**src/inc/sime_pkg.sv**
```systemverilog
// constants, types and register map of the spi event enable and watermark block
// Functional notes
// - frame error flag raises an event only while its enable bit 12 is set.
// - activity flag raises an event only while its enable bit 11 is set.
// - transmit underrun raises an event only while enable bit 8 is set.
// - shift register empty raises events only while enable bit 7 is set.
// - receive overflow raises an event only while enable bit 6 is set.
// - receive buffer empty raises an event only while enable bit 5 is set.
// - transmit buffer empty raises an event only while enable bit 3 is set.
// - transmit buffer full raises an event only while enable bit 1 is set.
// - receive buffer full raises an event only while enable bit 0 is set.
// - receive watermark fires when enabled and level is at most the receive count.
// - transmit watermark fires when enabled and level exactly equals the transmit count.
// - six-bit receive watermark level held in bits 13 to 8 of high register.
// - six-bit transmit watermark level held in bits 5 to 0 of high register.
// - a watermark level above the queue depth never produces a match.
// - level bit 2 needs depth 8, bit 3 depth 16, bit 4 depth 32.
// - unimplemented bits of both mask registers read back as zero.
// - serial clock is bus clock divided by two times divisor plus one.
// - one data address: writes feed transmit buffer, reads come from receive.
// - six-bit receive and transmit element counts feed the watermark compare.
package sime_pkg;

    // ***********************************************
    // register map (byte addresses on apb)
    // ***********************************************
    localparam logic [7:0] SIME_OFF_EVT_EN = 8'h00;
    localparam logic [7:0] SIME_OFF_WM = 8'h04;
    localparam logic [7:0] SIME_OFF_BAUD = 8'h08;
    localparam logic [7:0] SIME_OFF_DATA = 8'h0c;
    localparam logic [7:0] SIME_OFF_STAT = 8'h10;
    localparam logic [7:0] SIME_OFF_PEND = 8'h14;

    // ***********************************************
    // field layout
    // ***********************************************
    localparam int SIME_BIT_FRAME_ERROR_FLAG = 12;
    localparam int SIME_BIT_BUSY = 11;
    localparam int SIME_BIT_TUR = 8;
    localparam int SIME_BIT_SHIFTER_EMPTY_FLAG = 7;
    localparam int SIME_BIT_ROV = 6;
    localparam int SIME_BIT_RBE = 5;
    localparam int SIME_BIT_TBE = 3;
    localparam int SIME_BIT_TBF = 1;
    localparam int SIME_BIT_RBF = 0;
    localparam int SIME_BIT_RXWM_EN = 15;
    localparam int SIME_BIT_TXWM_EN = 7;
    localparam int SIME_RXLVL_LSB = 8;
    localparam int SIME_TXLVL_LSB = 0;
    localparam int SIME_CNT_W = 6;
    localparam int SIME_REG_W = 16;
    localparam int SIME_STAT_CNT_LSB = 16;
    localparam int SIME_PEND_RXWM = 16;
    localparam int SIME_PEND_TXWM = 17;

    // implemented bits of the low enable register
    localparam logic [15:0] SIME_EVT_EN_IMPL = 16'h19eb;
    localparam logic [15:0] SIME_EVT_EN_RST = 16'h0000;
    localparam logic [15:0] SIME_WM_RST = 16'h0000;
    localparam int SIME_DEPTH_DEF = 32;
    localparam int SIME_DATA_W_DEF = 32;
    localparam int SIME_BRG_W_DEF = 16;

    // ***********************************************
    // carriers
    // ***********************************************
    typedef struct packed {
        logic frame_error_flag;
        logic activity_flag;
        logic underrun_flag;
        logic shifter_empty_flag;
        logic overflow_flag;
        logic rx_empty_flag;
        logic tx_empty_flag;
        logic tx_full_flag;
        logic rx_full_flag;
    } sime_flags_t;

    typedef struct packed {
        logic [SIME_CNT_W-1:0] rx_element_count;
        logic [SIME_CNT_W-1:0] tx_element_count;
    } sime_counts_t;

    // level bits that exist for a given queue depth
    function automatic logic [SIME_CNT_W-1:0] sime_lvl_impl(input int depth);
        logic [SIME_CNT_W-1:0] m;
        m = 6'h23;
        if (depth >= 8) begin
            m[2] = 1'b1;
        end
        if (depth >= 16) begin
            m[3] = 1'b1;
        end
        if (depth >= 32) begin
            m[4] = 1'b1;
        end
        return m;
    endfunction

endpackage

```
**src/rtl/sime_wm_cmp.sv**
```systemverilog
// watermark comparator: level against element count
`timescale 1ns/1ps
module sime_wm_cmp #(
    parameter int CNT_W = 6,
    parameter int DEPTH = 32,
    parameter bit GE_MODE = 1'b1
) (
    input wire logic en_in,
    input wire logic [CNT_W-1:0] level_in,
    input wire logic [CNT_W-1:0] count_in,
    output logic match_out
);
    localparam logic [CNT_W:0] DEPTH_W = (CNT_W+1)'(DEPTH);

    logic level_ok;
    logic hit;

    // levels beyond the queue depth can never match
    assign level_ok = ({1'b0, level_in} <= DEPTH_W);
    // receive side uses at-or-above, transmit side exact equality
    assign hit = GE_MODE ? (level_in <= count_in) : (level_in == count_in);
    assign match_out = en_in && level_ok && hit;
endmodule

```
**src/rtl/sime_top.sv**
```systemverilog
// spi event enable, watermark and serial clock divider with apb registers
`timescale 1ns/1ps
module sime_top
    import sime_pkg::*;
#(
    parameter int QUEUE_DEPTH = sime_pkg::SIME_DEPTH_DEF,
    parameter int DATA_W = sime_pkg::SIME_DATA_W_DEF,
    parameter int BRG_W = sime_pkg::SIME_BRG_W_DEF
) (
    input wire logic REF_CLK_IN,
    input wire logic RESETN_IN,
    input wire logic CE_IN,
    // apb slave
    input wire logic PSEL_IN,
    input wire logic PENABLE_IN,
    input wire logic PWRITE_IN,
    input wire logic [7:0] PADDR_IN,
    input wire logic [31:0] PWDATA_IN,
    input wire logic [3:0] PSTRB_IN,
    output logic [31:0] PRDATA_OUT,
    output logic PREADY_OUT,
    output logic PSLVERR_OUT,
    // status of the rest of the unit
    input wire sime_pkg::sime_flags_t FLAGS_IN,
    input wire sime_pkg::sime_counts_t COUNTS_IN,
    input wire logic [DATA_W-1:0] RX_HOLD_IN,
    input wire logic SLAVE_SELECT_N_IN,
    // towards the shift engine and the interrupt controller
    output logic [DATA_W-1:0] TX_HOLD_OUT,
    output logic TX_WRITE_OUT,
    output logic RX_READ_OUT,
    output logic SCK_OUT,
    output logic RX_WM_OUT,
    output logic TX_WM_OUT,
    output logic IRQ_EVENT_OUT
);
    import sime_pkg::*;

    localparam logic [SIME_CNT_W-1:0] LVL_IMPL = sime_lvl_impl(QUEUE_DEPTH);
    localparam logic [15:0] WM_IMPL = {1'b1, 1'b0, LVL_IMPL, 1'b1, 1'b0, LVL_IMPL};

    // ***********************************************
    // registers
    // ***********************************************
    logic [15:0] evt_en_q;
    logic [15:0] wm_q;
    logic [BRG_W-1:0] baud_divisor_q;
    logic [BRG_W-1:0] div_cnt_q;
    logic sck_q;
    logic [31:0] prdata_q;
    logic pready_q;
    logic pslverr_q;
    logic [DATA_W-1:0] tx_hold_q;
    logic tx_write_q;
    logic rx_read_q;
    logic rx_wm_q;
    logic tx_wm_q;
    logic irq_q;

    // ***********************************************
    // apb decode
    // ***********************************************
    logic setup;
    logic done;
    logic wr_done;
    logic rd_done;
    logic addr_ok;
    logic [15:0] lane_mask;
    logic [15:0] wr_low16;

    // one wait-free access: pready is raised for the access phase only
    assign setup = PSEL_IN && !PENABLE_IN;
    assign done = PSEL_IN && PENABLE_IN && pready_q;
    assign wr_done = done && PWRITE_IN && !pslverr_q;
    assign rd_done = done && !PWRITE_IN && !pslverr_q;

    always_comb begin
        unique case (PADDR_IN)
            SIME_OFF_EVT_EN,
            SIME_OFF_WM,
            SIME_OFF_BAUD,
            SIME_OFF_DATA,
            SIME_OFF_STAT,
            SIME_OFF_PEND: begin
                addr_ok = 1'b1;
            end
            default: begin
                addr_ok = 1'b0;
            end
        endcase
    end

    assign lane_mask = {{8{PSTRB_IN[1]}}, {8{PSTRB_IN[0]}}};
    assign wr_low16 = PWDATA_IN[15:0] & lane_mask;

    // ***********************************************
    // enable and watermark registers
    // ***********************************************
    // read-only status and pending registers take no write at all
    always_ff @(posedge REF_CLK_IN) begin
        if (!RESETN_IN) begin
            evt_en_q <= SIME_EVT_EN_RST;
        end else if (CE_IN) begin
            if (wr_done && PADDR_IN == SIME_OFF_EVT_EN) begin
                evt_en_q <= ((evt_en_q & ~lane_mask) | wr_low16) & SIME_EVT_EN_IMPL;
            end
        end
    end

    always_ff @(posedge REF_CLK_IN) begin
        if (!RESETN_IN) begin
            wm_q <= SIME_WM_RST;
        end else if (CE_IN) begin
            if (wr_done && PADDR_IN == SIME_OFF_WM) begin
                wm_q <= ((wm_q & ~lane_mask) | wr_low16) & WM_IMPL;
            end
        end
    end

    always_ff @(posedge REF_CLK_IN) begin
        if (!RESETN_IN) begin
            baud_divisor_q <= '0;
        end else if (CE_IN) begin
            if (wr_done && PADDR_IN == SIME_OFF_BAUD) begin
                baud_divisor_q <= PWDATA_IN[BRG_W-1:0];
            end
        end
    end

    // ***********************************************
    // shared data port
    // ***********************************************
    // same address for both buffers; reads drain receive, writes load transmit
    always_ff @(posedge REF_CLK_IN) begin
        if (!RESETN_IN) begin
            tx_write_q <= 1'b0;
            rx_read_q <= 1'b0;
        end else if (CE_IN) begin
            tx_write_q <= wr_done && PADDR_IN == SIME_OFF_DATA;
            rx_read_q <= rd_done && PADDR_IN == SIME_OFF_DATA;
        end
    end

    // the word stays after the strobe so the shift engine may take it late
    always_ff @(posedge REF_CLK_IN) begin
        if (!RESETN_IN) begin
            tx_hold_q <= '0;
        end else if (CE_IN) begin
            if (wr_done && PADDR_IN == SIME_OFF_DATA) begin
                tx_hold_q <= PWDATA_IN[DATA_W-1:0];
            end
        end
    end

    // ***********************************************
    // read data and answer
    // ***********************************************
    logic [31:0] rd_mux;
    logic [31:0] stat_word;
    logic [31:0] pend_word;
    logic [8:0] flag_vec;
    logic [8:0] evt_vec;

    // flags sit at their enable positions so software can mask them directly
    always_comb begin
        stat_word = '0;
        stat_word[SIME_BIT_FRAME_ERROR_FLAG] = FLAGS_IN.frame_error_flag;
        stat_word[SIME_BIT_BUSY] = FLAGS_IN.activity_flag;
        stat_word[SIME_BIT_TUR] = FLAGS_IN.underrun_flag;
        stat_word[SIME_BIT_SHIFTER_EMPTY_FLAG] = FLAGS_IN.shifter_empty_flag;
        stat_word[SIME_BIT_ROV] = FLAGS_IN.overflow_flag;
        stat_word[SIME_BIT_RBE] = FLAGS_IN.rx_empty_flag;
        stat_word[SIME_BIT_TBE] = FLAGS_IN.tx_empty_flag;
        stat_word[SIME_BIT_TBF] = FLAGS_IN.tx_full_flag;
        stat_word[SIME_BIT_RBF] = FLAGS_IN.rx_full_flag;
        stat_word[SIME_STAT_CNT_LSB +: SIME_CNT_W] = COUNTS_IN.tx_element_count;
        stat_word[SIME_STAT_CNT_LSB + SIME_CNT_W +: SIME_CNT_W] = COUNTS_IN.rx_element_count;
    end

    always_comb begin
        pend_word = '0;
        pend_word[SIME_REG_W-1:0] = stat_word[SIME_REG_W-1:0] & evt_en_q;
        pend_word[SIME_PEND_RXWM] = rx_wm_q;
        pend_word[SIME_PEND_TXWM] = tx_wm_q;
    end

    always_comb begin
        rd_mux = '0;
        unique case (PADDR_IN)
            SIME_OFF_EVT_EN: begin
                rd_mux[SIME_REG_W-1:0] = evt_en_q;
            end
            SIME_OFF_WM: begin
                rd_mux[SIME_REG_W-1:0] = wm_q;
            end
            SIME_OFF_BAUD: begin
                rd_mux[BRG_W-1:0] = baud_divisor_q;
            end
            SIME_OFF_DATA: begin
                rd_mux[DATA_W-1:0] = RX_HOLD_IN;
            end
            SIME_OFF_STAT: begin
                rd_mux = stat_word;
            end
            SIME_OFF_PEND: begin
                rd_mux = pend_word;
            end
            default: begin
                rd_mux = '0;
            end
        endcase
    end

    // data is sampled in setup so pready can stand from the first access cycle
    always_ff @(posedge REF_CLK_IN) begin
        if (!RESETN_IN) begin
            pready_q <= 1'b0;
            pslverr_q <= 1'b0;
        end else if (CE_IN) begin
            pready_q <= setup;
            pslverr_q <= setup && !addr_ok;
        end
    end

    // unmapped reads return zero rather than whatever the mux last held
    always_ff @(posedge REF_CLK_IN) begin
        if (!RESETN_IN) begin
            prdata_q <= '0;
        end else if (CE_IN) begin
            if (setup && !PWRITE_IN) begin
                prdata_q <= addr_ok ? rd_mux : '0;
            end
        end
    end

    // ***********************************************
    // event gating
    // ***********************************************
    // same order as the carrier struct, most significant flag first
    assign flag_vec[8] = FLAGS_IN.frame_error_flag;
    assign flag_vec[7] = FLAGS_IN.activity_flag;
    assign flag_vec[6] = FLAGS_IN.underrun_flag;
    assign flag_vec[5] = FLAGS_IN.shifter_empty_flag;
    assign flag_vec[4] = FLAGS_IN.overflow_flag;
    assign flag_vec[3] = FLAGS_IN.rx_empty_flag;
    assign flag_vec[2] = FLAGS_IN.tx_empty_flag;
    assign flag_vec[1] = FLAGS_IN.tx_full_flag;
    assign flag_vec[0] = FLAGS_IN.rx_full_flag;

    always_comb begin
        evt_vec[8] = flag_vec[8] & evt_en_q[SIME_BIT_FRAME_ERROR_FLAG];
        evt_vec[7] = flag_vec[7] & evt_en_q[SIME_BIT_BUSY];
        evt_vec[6] = flag_vec[6] & evt_en_q[SIME_BIT_TUR];
        evt_vec[5] = flag_vec[5] & evt_en_q[SIME_BIT_SHIFTER_EMPTY_FLAG];
        evt_vec[4] = flag_vec[4] & evt_en_q[SIME_BIT_ROV];
        evt_vec[3] = flag_vec[3] & evt_en_q[SIME_BIT_RBE];
        evt_vec[2] = flag_vec[2] & evt_en_q[SIME_BIT_TBE];
        evt_vec[1] = flag_vec[1] & evt_en_q[SIME_BIT_TBF];
        evt_vec[0] = flag_vec[0] & evt_en_q[SIME_BIT_RBF];
    end

    // ***********************************************
    // watermark comparators
    // ***********************************************
    logic rx_wm_hit;
    logic tx_wm_hit;

    sime_wm_cmp #(
        .CNT_W(SIME_CNT_W),
        .DEPTH(QUEUE_DEPTH),
        .GE_MODE(1'b1)
    ) u_rx_wm (
        .en_in(wm_q[SIME_BIT_RXWM_EN]),
        .level_in(wm_q[SIME_RXLVL_LSB +: SIME_CNT_W]),
        .count_in(COUNTS_IN.rx_element_count),
        .match_out(rx_wm_hit)
    );

    sime_wm_cmp #(
        .CNT_W(SIME_CNT_W),
        .DEPTH(QUEUE_DEPTH),
        .GE_MODE(1'b0)
    ) u_tx_wm (
        .en_in(wm_q[SIME_BIT_TXWM_EN]),
        .level_in(wm_q[SIME_TXLVL_LSB +: SIME_CNT_W]),
        .count_in(COUNTS_IN.tx_element_count),
        .match_out(tx_wm_hit)
    );

    // level-style request: it follows the counts, nothing is latched here
    always_ff @(posedge REF_CLK_IN) begin
        if (!RESETN_IN) begin
            rx_wm_q <= 1'b0;
            tx_wm_q <= 1'b0;
        end else if (CE_IN) begin
            rx_wm_q <= rx_wm_hit;
            tx_wm_q <= tx_wm_hit;
        end
    end

    // built from the raw hits so it lines up with the watermark outputs
    always_ff @(posedge REF_CLK_IN) begin
        if (!RESETN_IN) begin
            irq_q <= 1'b0;
        end else if (CE_IN) begin
            irq_q <= (|evt_vec) | rx_wm_hit | tx_wm_hit;
        end
    end

    // ***********************************************
    // serial clock divider
    // ***********************************************
    // half period is divisor plus one bus clocks, so divisor zero gives clk/2
    always_ff @(posedge REF_CLK_IN) begin
        if (!RESETN_IN) begin
            div_cnt_q <= '0;
            sck_q <= 1'b0;
        end else if (CE_IN) begin
            if (div_cnt_q >= baud_divisor_q) begin
                div_cnt_q <= '0;
                sck_q <= !sck_q;
            end else begin
                div_cnt_q <= div_cnt_q + 1'b1;
            end
        end
    end

    // slave select is optional in slave operation; the event logic ignores it
    logic ss_unused;
    assign ss_unused = SLAVE_SELECT_N_IN;

    // ***********************************************
    // outputs
    // ***********************************************
    assign PRDATA_OUT = prdata_q;
    assign PREADY_OUT = pready_q;
    assign PSLVERR_OUT = pslverr_q;
    assign TX_HOLD_OUT = tx_hold_q;
    assign TX_WRITE_OUT = tx_write_q;
    assign RX_READ_OUT = rx_read_q;
    assign SCK_OUT = sck_q;
    assign RX_WM_OUT = rx_wm_q;
    assign TX_WM_OUT = tx_wm_q;
    assign IRQ_EVENT_OUT = irq_q;
endmodule

```
**config.mk**
```make
export PLATFORM = sky130hd
export DESIGN_NAME = sime_top
export DESIGN_NICKNAME = d
export VERILOG_FILES = /design/src/inc/sime_pkg.sv /design/src/rtl/sime_wm_cmp.sv /design/src/rtl/sime_top.sv
export SDC_FILE = /design/constraint.sdc
export NUM_CORES = 1
export LEC_CHECK = 0
export ABC_AREA = 1
export BUFFER_PORTS_ARGS = -buffer_cell sky130_fd_sc_hd__buf_4
export CORE_MARGIN = 2
export CORE_UTILIZATION = 45
export CTS_CLUSTER_DIAMETER = 40
export CTS_CLUSTER_SIZE = 8
export DETAILED_ROUTE_END_ITERATION = 10
export GPL_ROUTABILITY_DRIVEN = 1
export GPL_TIMING_DRIVEN = 0
export PLACE_DENSITY_LB_ADDON = 0.1
export REMOVE_ABC_BUFFERS = 1
export SYNTH_ARGS = -nofsm -noshare
export SYNTH_HDL_FRONTEND = slang
export SYNTH_SLANG_ARGS = --single-unit
```
**constraint.sdc**
```tcl
create_clock -name REF_CLK_IN -period 1.5 [get_ports REF_CLK_IN]
set_input_delay 0.075 -clock REF_CLK_IN [delete_from_list [all_inputs] [get_ports REF_CLK_IN]]
set_output_delay 0.075 -clock REF_CLK_IN [all_outputs]
set_load 0.01 [all_outputs]
```
Yosys cells after proc, flatten, opt, wreduce, memory -nomap -nowiden. Index checks and enable logic that the tools add are counted.

Register bits after elaboration: 127. Input port bits: 104. Output and inout bits: 72. Word-level logic and storage cells: 80.

Add/sub/neg operators: 1. Magnitude comparators: 4. Eq/ne operators: 6. Mux-type cells: 5. Bitwise operators: 18. Reduce and logical (&&, ||, !) cells: 32.

Operators by type and width (count): $pmux 16 s6 (1); $pmux 16 s3 (1); $and 16x16->16 (2); $mux 32 (1); $and 13x13->13 (2); $logic_and 1x1->1 (18); $add 16x1->16 const B (1); $eq 8x4->1 const B (2); $eq 8x5->1 const B (2); $ge 16x16->1 (1); $mux 16 (1); $not 16->16 (1); $or 16x16->16 (1); $or 13x13->13 (1); $le 6x6->1 const B (2); $reduce_and 2->1 (6); $and 1x1->1 (9); $reduce_or 9->1 (1); $eq 8x3->1 const B (1); $logic_not 8->1 (1); $eq 6x6->1 (1); $le 6x6->1 (1); $reduce_or 6->1 (1); $logic_not 1->1 (5); other kinds (2) (3).

Logic depth before layout (Yosys ltp).
Depth in word-level cells: 6. Mapped depth: 15. Mapped depth without buffers: 14.

Cells and area by module. Synthesis repeated with hierarchy kept, for this count alone.

Cell total of the unflattened synthesis: 925. Area total of the unflattened synthesis: 6413.7 um2.

By module, submodules not included: sime_top (times used 1, cells each 857, area each 6069.6 um2, sequential area each 2542.4 um2); sime_wm_cmp (u_rx_wm) (times used 1, cells each 34, area each 210.2 um2, sequential area each 0.0 um2); sime_wm_cmp (u_tx_wm) (times used 1, cells each 34, area each 133.9 um2, sequential area each 0.0 um2).

Least setup slack after synthesis. No wires, ideal clock.

Kind: reg2reg. Start: register div_cnt_q[0]. End: register div_cnt_q[7]. Setup time: 0.117 ns. Arrival time: 1.515 ns. Data required time: 1.383 ns. Slack: -0.132 ns. Stages on the path, launching flop included: 15. Path buffers: 1. Period minus slack after synthesis: 1.632 ns. Cell sequence: dfxtp_1 -> inv_1 -> ha_1 -> nand2_1 -> nor2_1 -> nor2_1 -> nand2_1 -> nand2_1 -> nand2_1 -> nand2_1 -> nand2_1 -> nand2_1 -> nand2_1 -> buf_2 -> nor2_1.

Cells in the longest elaborated chain, start to end: 2. Elaborated cells between the ends (all ways): 3. Those cells by class: 1 x add/sub; 1 x order compare; 1 x mux.

RTL lines: from (decl) (RTL line sime_top.sv:48) `logic [BRG_W-1:0] div_cnt_q;`; from (signal assigned) (RTL line sime_top.sv:323) `div_cnt_q <= div_cnt_q + 1'b1;`; $add 16x1->16 or $ge 16x16->1 (tied branches) (RTL line sime_top.sv:323, sime_top.sv:319); $mux 16 (*) (RTL line sime_top.sv:319) `if (div_cnt_q >= baud_divisor_q) begin`.

Every way passes the cells marked *; elsewhere a longest branch is shown, timed or not. A chain may end at the register's enable or synchronous reset.

Worst setup path in the final report.
Start: register baud_divisor_q[12]. End: register div_cnt_q[2].

Cells in the longest elaborated chain, start to end: 2.

RTL lines: from (decl) (RTL line sime_top.sv:47) `logic [BRG_W-1:0] baud_divisor_q;`; from (signal assigned) (RTL line sime_top.sv:125) `baud_divisor_q <= PWDATA_IN[BRG_W-1:0];`; $ge 16x16->1 (RTL line sime_top.sv:319); $mux 16 (RTL line sime_top.sv:319).

Every way passes these cells.

==> run summary <==
first-pass GRT wire length = 30200 um
largest net degree at the start of global routing = 80
DP Area = 0.00762 mm^2
Port-buffer cells = 172
CTS clk-pin slew, worst paths = 0.06 ns
r2r startpoint = baud_divisor_q[12]
share of cells above drive strength 1 = 33.0%
Mean Syn Cell Area = 7.22 um^2
Layout Skew = 0.0113 ns
GR Overflow Total = 0
antenna violation net count after detailed routing = 0
Final Wtd Congestion = 0.864
Yosys reg bits = 127
Post-Syn Area = 0.00636 mm^2
antenna cells = 0
Pre-antenna DRT Iters = 5
Peak VDD IR = 0.785 mV
Worst Min Path Start = RX_HOLD_IN[22]
Routed Wire Length = 21100 um
initial antenna violation count = 0
Synth top cells by count = 180 x nand2_1, 132 x nor2_1, 127 x dfxtp_1
status = finished, violations left
Reg2Reg Setup Slack = -0.17 ns
Fillers = 1129
Root Driver = clkbuf_16
Vias per Instance = 5.12
max-cap violations = 0
Final #Nets = 1234
DP HPWL = 12300 um
Hold Path Depth = 5
Min-Delay Path Class = input port to register
Pint = 6720 uW
width of the die = 123 um
gr usage total = 26.0%
Avg WL per Cell = 16.3 um
Sw Ratio = 21.6%
placed cells = 1195
I/O pin count = 176
Area Overhead vs Synth = 50.8%
Setup Viol. Count Final = 47
post-synth top area cell = dfxtp_1
Crit Path Class = register to register
Non-Filler Instances = 1300
CP Launch Type = register
later-pin clock latency in the skew report = 0.42 ns
vias in the first global route = 5915
Syn Inst Count = 881
DRC = 0
Reg2Reg Depth = 9
unrepaired setup endpoints after global routing = yes
Num CTS Buffers = 17
Clk pwr share = 53.2%
Slew @ Worst Pin = 0.874 ns
failing checks = setup timing
Net Sw Power = 1850 uW
combinational share of power = 7.3%
Design Area, Final = 0.00959 mm^2
leakage dissipation = 0.00408 uW
async set-or-reset flop fraction in the synthesized netlist = 0%
register share of total power = 39.5%
worst setup margin = -0.171 ns
sequential-to-total area share from yosys stat = 40.0%
synth top area cells = dfxtp_1 40%, nand2_1 11%, nor2_1 7.8%
Worst Hold End = PRDATA_OUT[22]
Tmin final = 1.67 ns
initial drt markers = 342
total power = 8570 uW
CTS Buffer Depth = 2
post-synth top area share = 40.0%
max-slew violations = 0
Worst setup EP type = register
crit-path max FO = 8
most frequent cell after synthesis = nand2_1
fmax = 0.598 GHz
area of the die = 0.0151 mm^2
row count = 43
CTS HTree Levels = 4
Core Area = 0.0138 mm^2
Tcrit/Tclk final = 111%
worst endpoint data arrival time = 2.02 ns
EDFF count, synth = 0
Vias = 6659
endpoints failing hold = 0
synth unique cells = 37
worst path required time = 1.85 ns
PD cells = 894 mW/mm^2
CTS Sinks = 127
Starting Density = 46.0%
yosys warns = 0
Die Y-Extent = 123 um
ys flop type = dfxtp_1
CTS tree = built
slew margin rel. = 41.7%
FF-to-FF End = div_cnt_q[2]
-- cell usage in the layout, fill, tap and decap left out, types with 3 or more instances in the layout --
cell type	instances
inv_4	5
a21oi_1	79
nor2_4	17
nand3b_1	11
inv_2	16
bufinv_16	5
nand2_4	7
nand2_1	171
ha_1	12
dfxtp_1	107
nand2_2	6
dfxtp_2	15
inv_1	57
dlygate4sd3_1	40
ha_4	10
o21ai_0	66
buf_12	3
nand3_4	6
nand3_2	5
nand2_8	4
buf_4	186
xnor2_1	6
nor2_2	22
o21ai_2	4
dfxtp_4	5
buf_6	4
nand4_1	9
o211ai_1	6
xor2_1	8
o21ai_1	23
nand3_1	39
clkbuf_16	18
clkbuf_1	3
a21oi_2	7
nor3_1	7
nor2_1	102
-- through the flow --
stage | worst slack [ns] | setup TNS, ns | util (%) | hold WS, ns
finish | -0.171 | -3.10 | 69.4 | 0.0162
global route | -0.221 | -8.45 | 69.4 | 0.0211
CTS | -0.0594 | -0.708 | 65.3 | 0.00739
detailed placement | -0.940 | -74.06 | 55.1 | 0.304
global placement | -0.958 | -74.51 | 55.1 | 0.297
floorplan | -0.179 | -7.31 | - | 0.168
-- cell type report --
| cell class | count | area [um^2] | area share [%] |
|---|---|---|---|
| Multi-Input combinational cell | 642 | 3790 | 39.5 |
| Sequential cell | 127 | 2580 | 26.9 |
| Timing Repair Buffer | 236 | 1960 | 20.4 |
| Clock buffer | 22 | 464 | 4.84 |
| Inverter | 81 | 355 | 3.71 |
| Tap cell | 180 | 225 | 2.35 |
| Clock inverter | 10 | 184 | 1.92 |
| Timing Repair inverter | 2 | 31.3 | 0.326 |
-- power by group through the flow --
stage | registers, uW | clock network, uW | logic [uW]
final | 3390 | 4560 | 626
after global routing | 3390 | 4760 | 669
after CTS | 3390 | 4590 | 580
after detailed placement | 3470 | 0 | 473
after global placement | 3470 | 0 | 473
after floorplan | 3470 | 0 | 138
-- layer usage --
metal	GRT usage (%)	routed length [um]
met1	34.2	9400
met2	42.5	10000
met3	5.53	1350
met4	8.05	364
met5	0	0
-- how the worst max path moves through the flow --
stage / slack [ns] / from / to
floorplan: -0.18 / PREADY_OUT / TX_HOLD_OUT[0]
global placement: -0.96 / RESETN_IN / PRDATA_OUT[6]
detailed placement: -0.94 / RESETN_IN / div_cnt_q[1]
CTS: -0.06 / baud_divisor_q[3] / div_cnt_q[5]
global route: -0.22 / baud_divisor_q[1] / div_cnt_q[3]
finish: -0.17 / baud_divisor_q[12] / div_cnt_q[2]
-- timing repair --
action                     4_1_cts  5_1_grt
buffers inserted                10       13
pin swaps                        9       23
cloned                           3        7
hold endpoints to repair        74        0
setup endpoints to repair       87      125
gates resized for setup         63       98
hold buffers                    40        0
-- cells by family after synthesis --
kind of cell	Yosys count	synth area share [%]
buffers and inverters	119	8.95
and+or+nand+nor	405	28.7
AOI/OAI and AO/OA	192	15.7
DFF	127	40.0
adders and majority gates	23	4.53
xor gates and xnor gates	15	2.07
-- worst max-delay path, cell delays in order (launching register included) --
cell     delay (ns)
dfxtp_1        0.30
inv_1          0.07
ha_1           0.32
nand2_2        0.12
nor2_2         0.05
a21oi_2        0.25
nand2_4        0.12
nand2_8        0.10
nand2_8        0.11
nor2_2         0.15
Note: power is estimated with default switching activity, not from simulation.
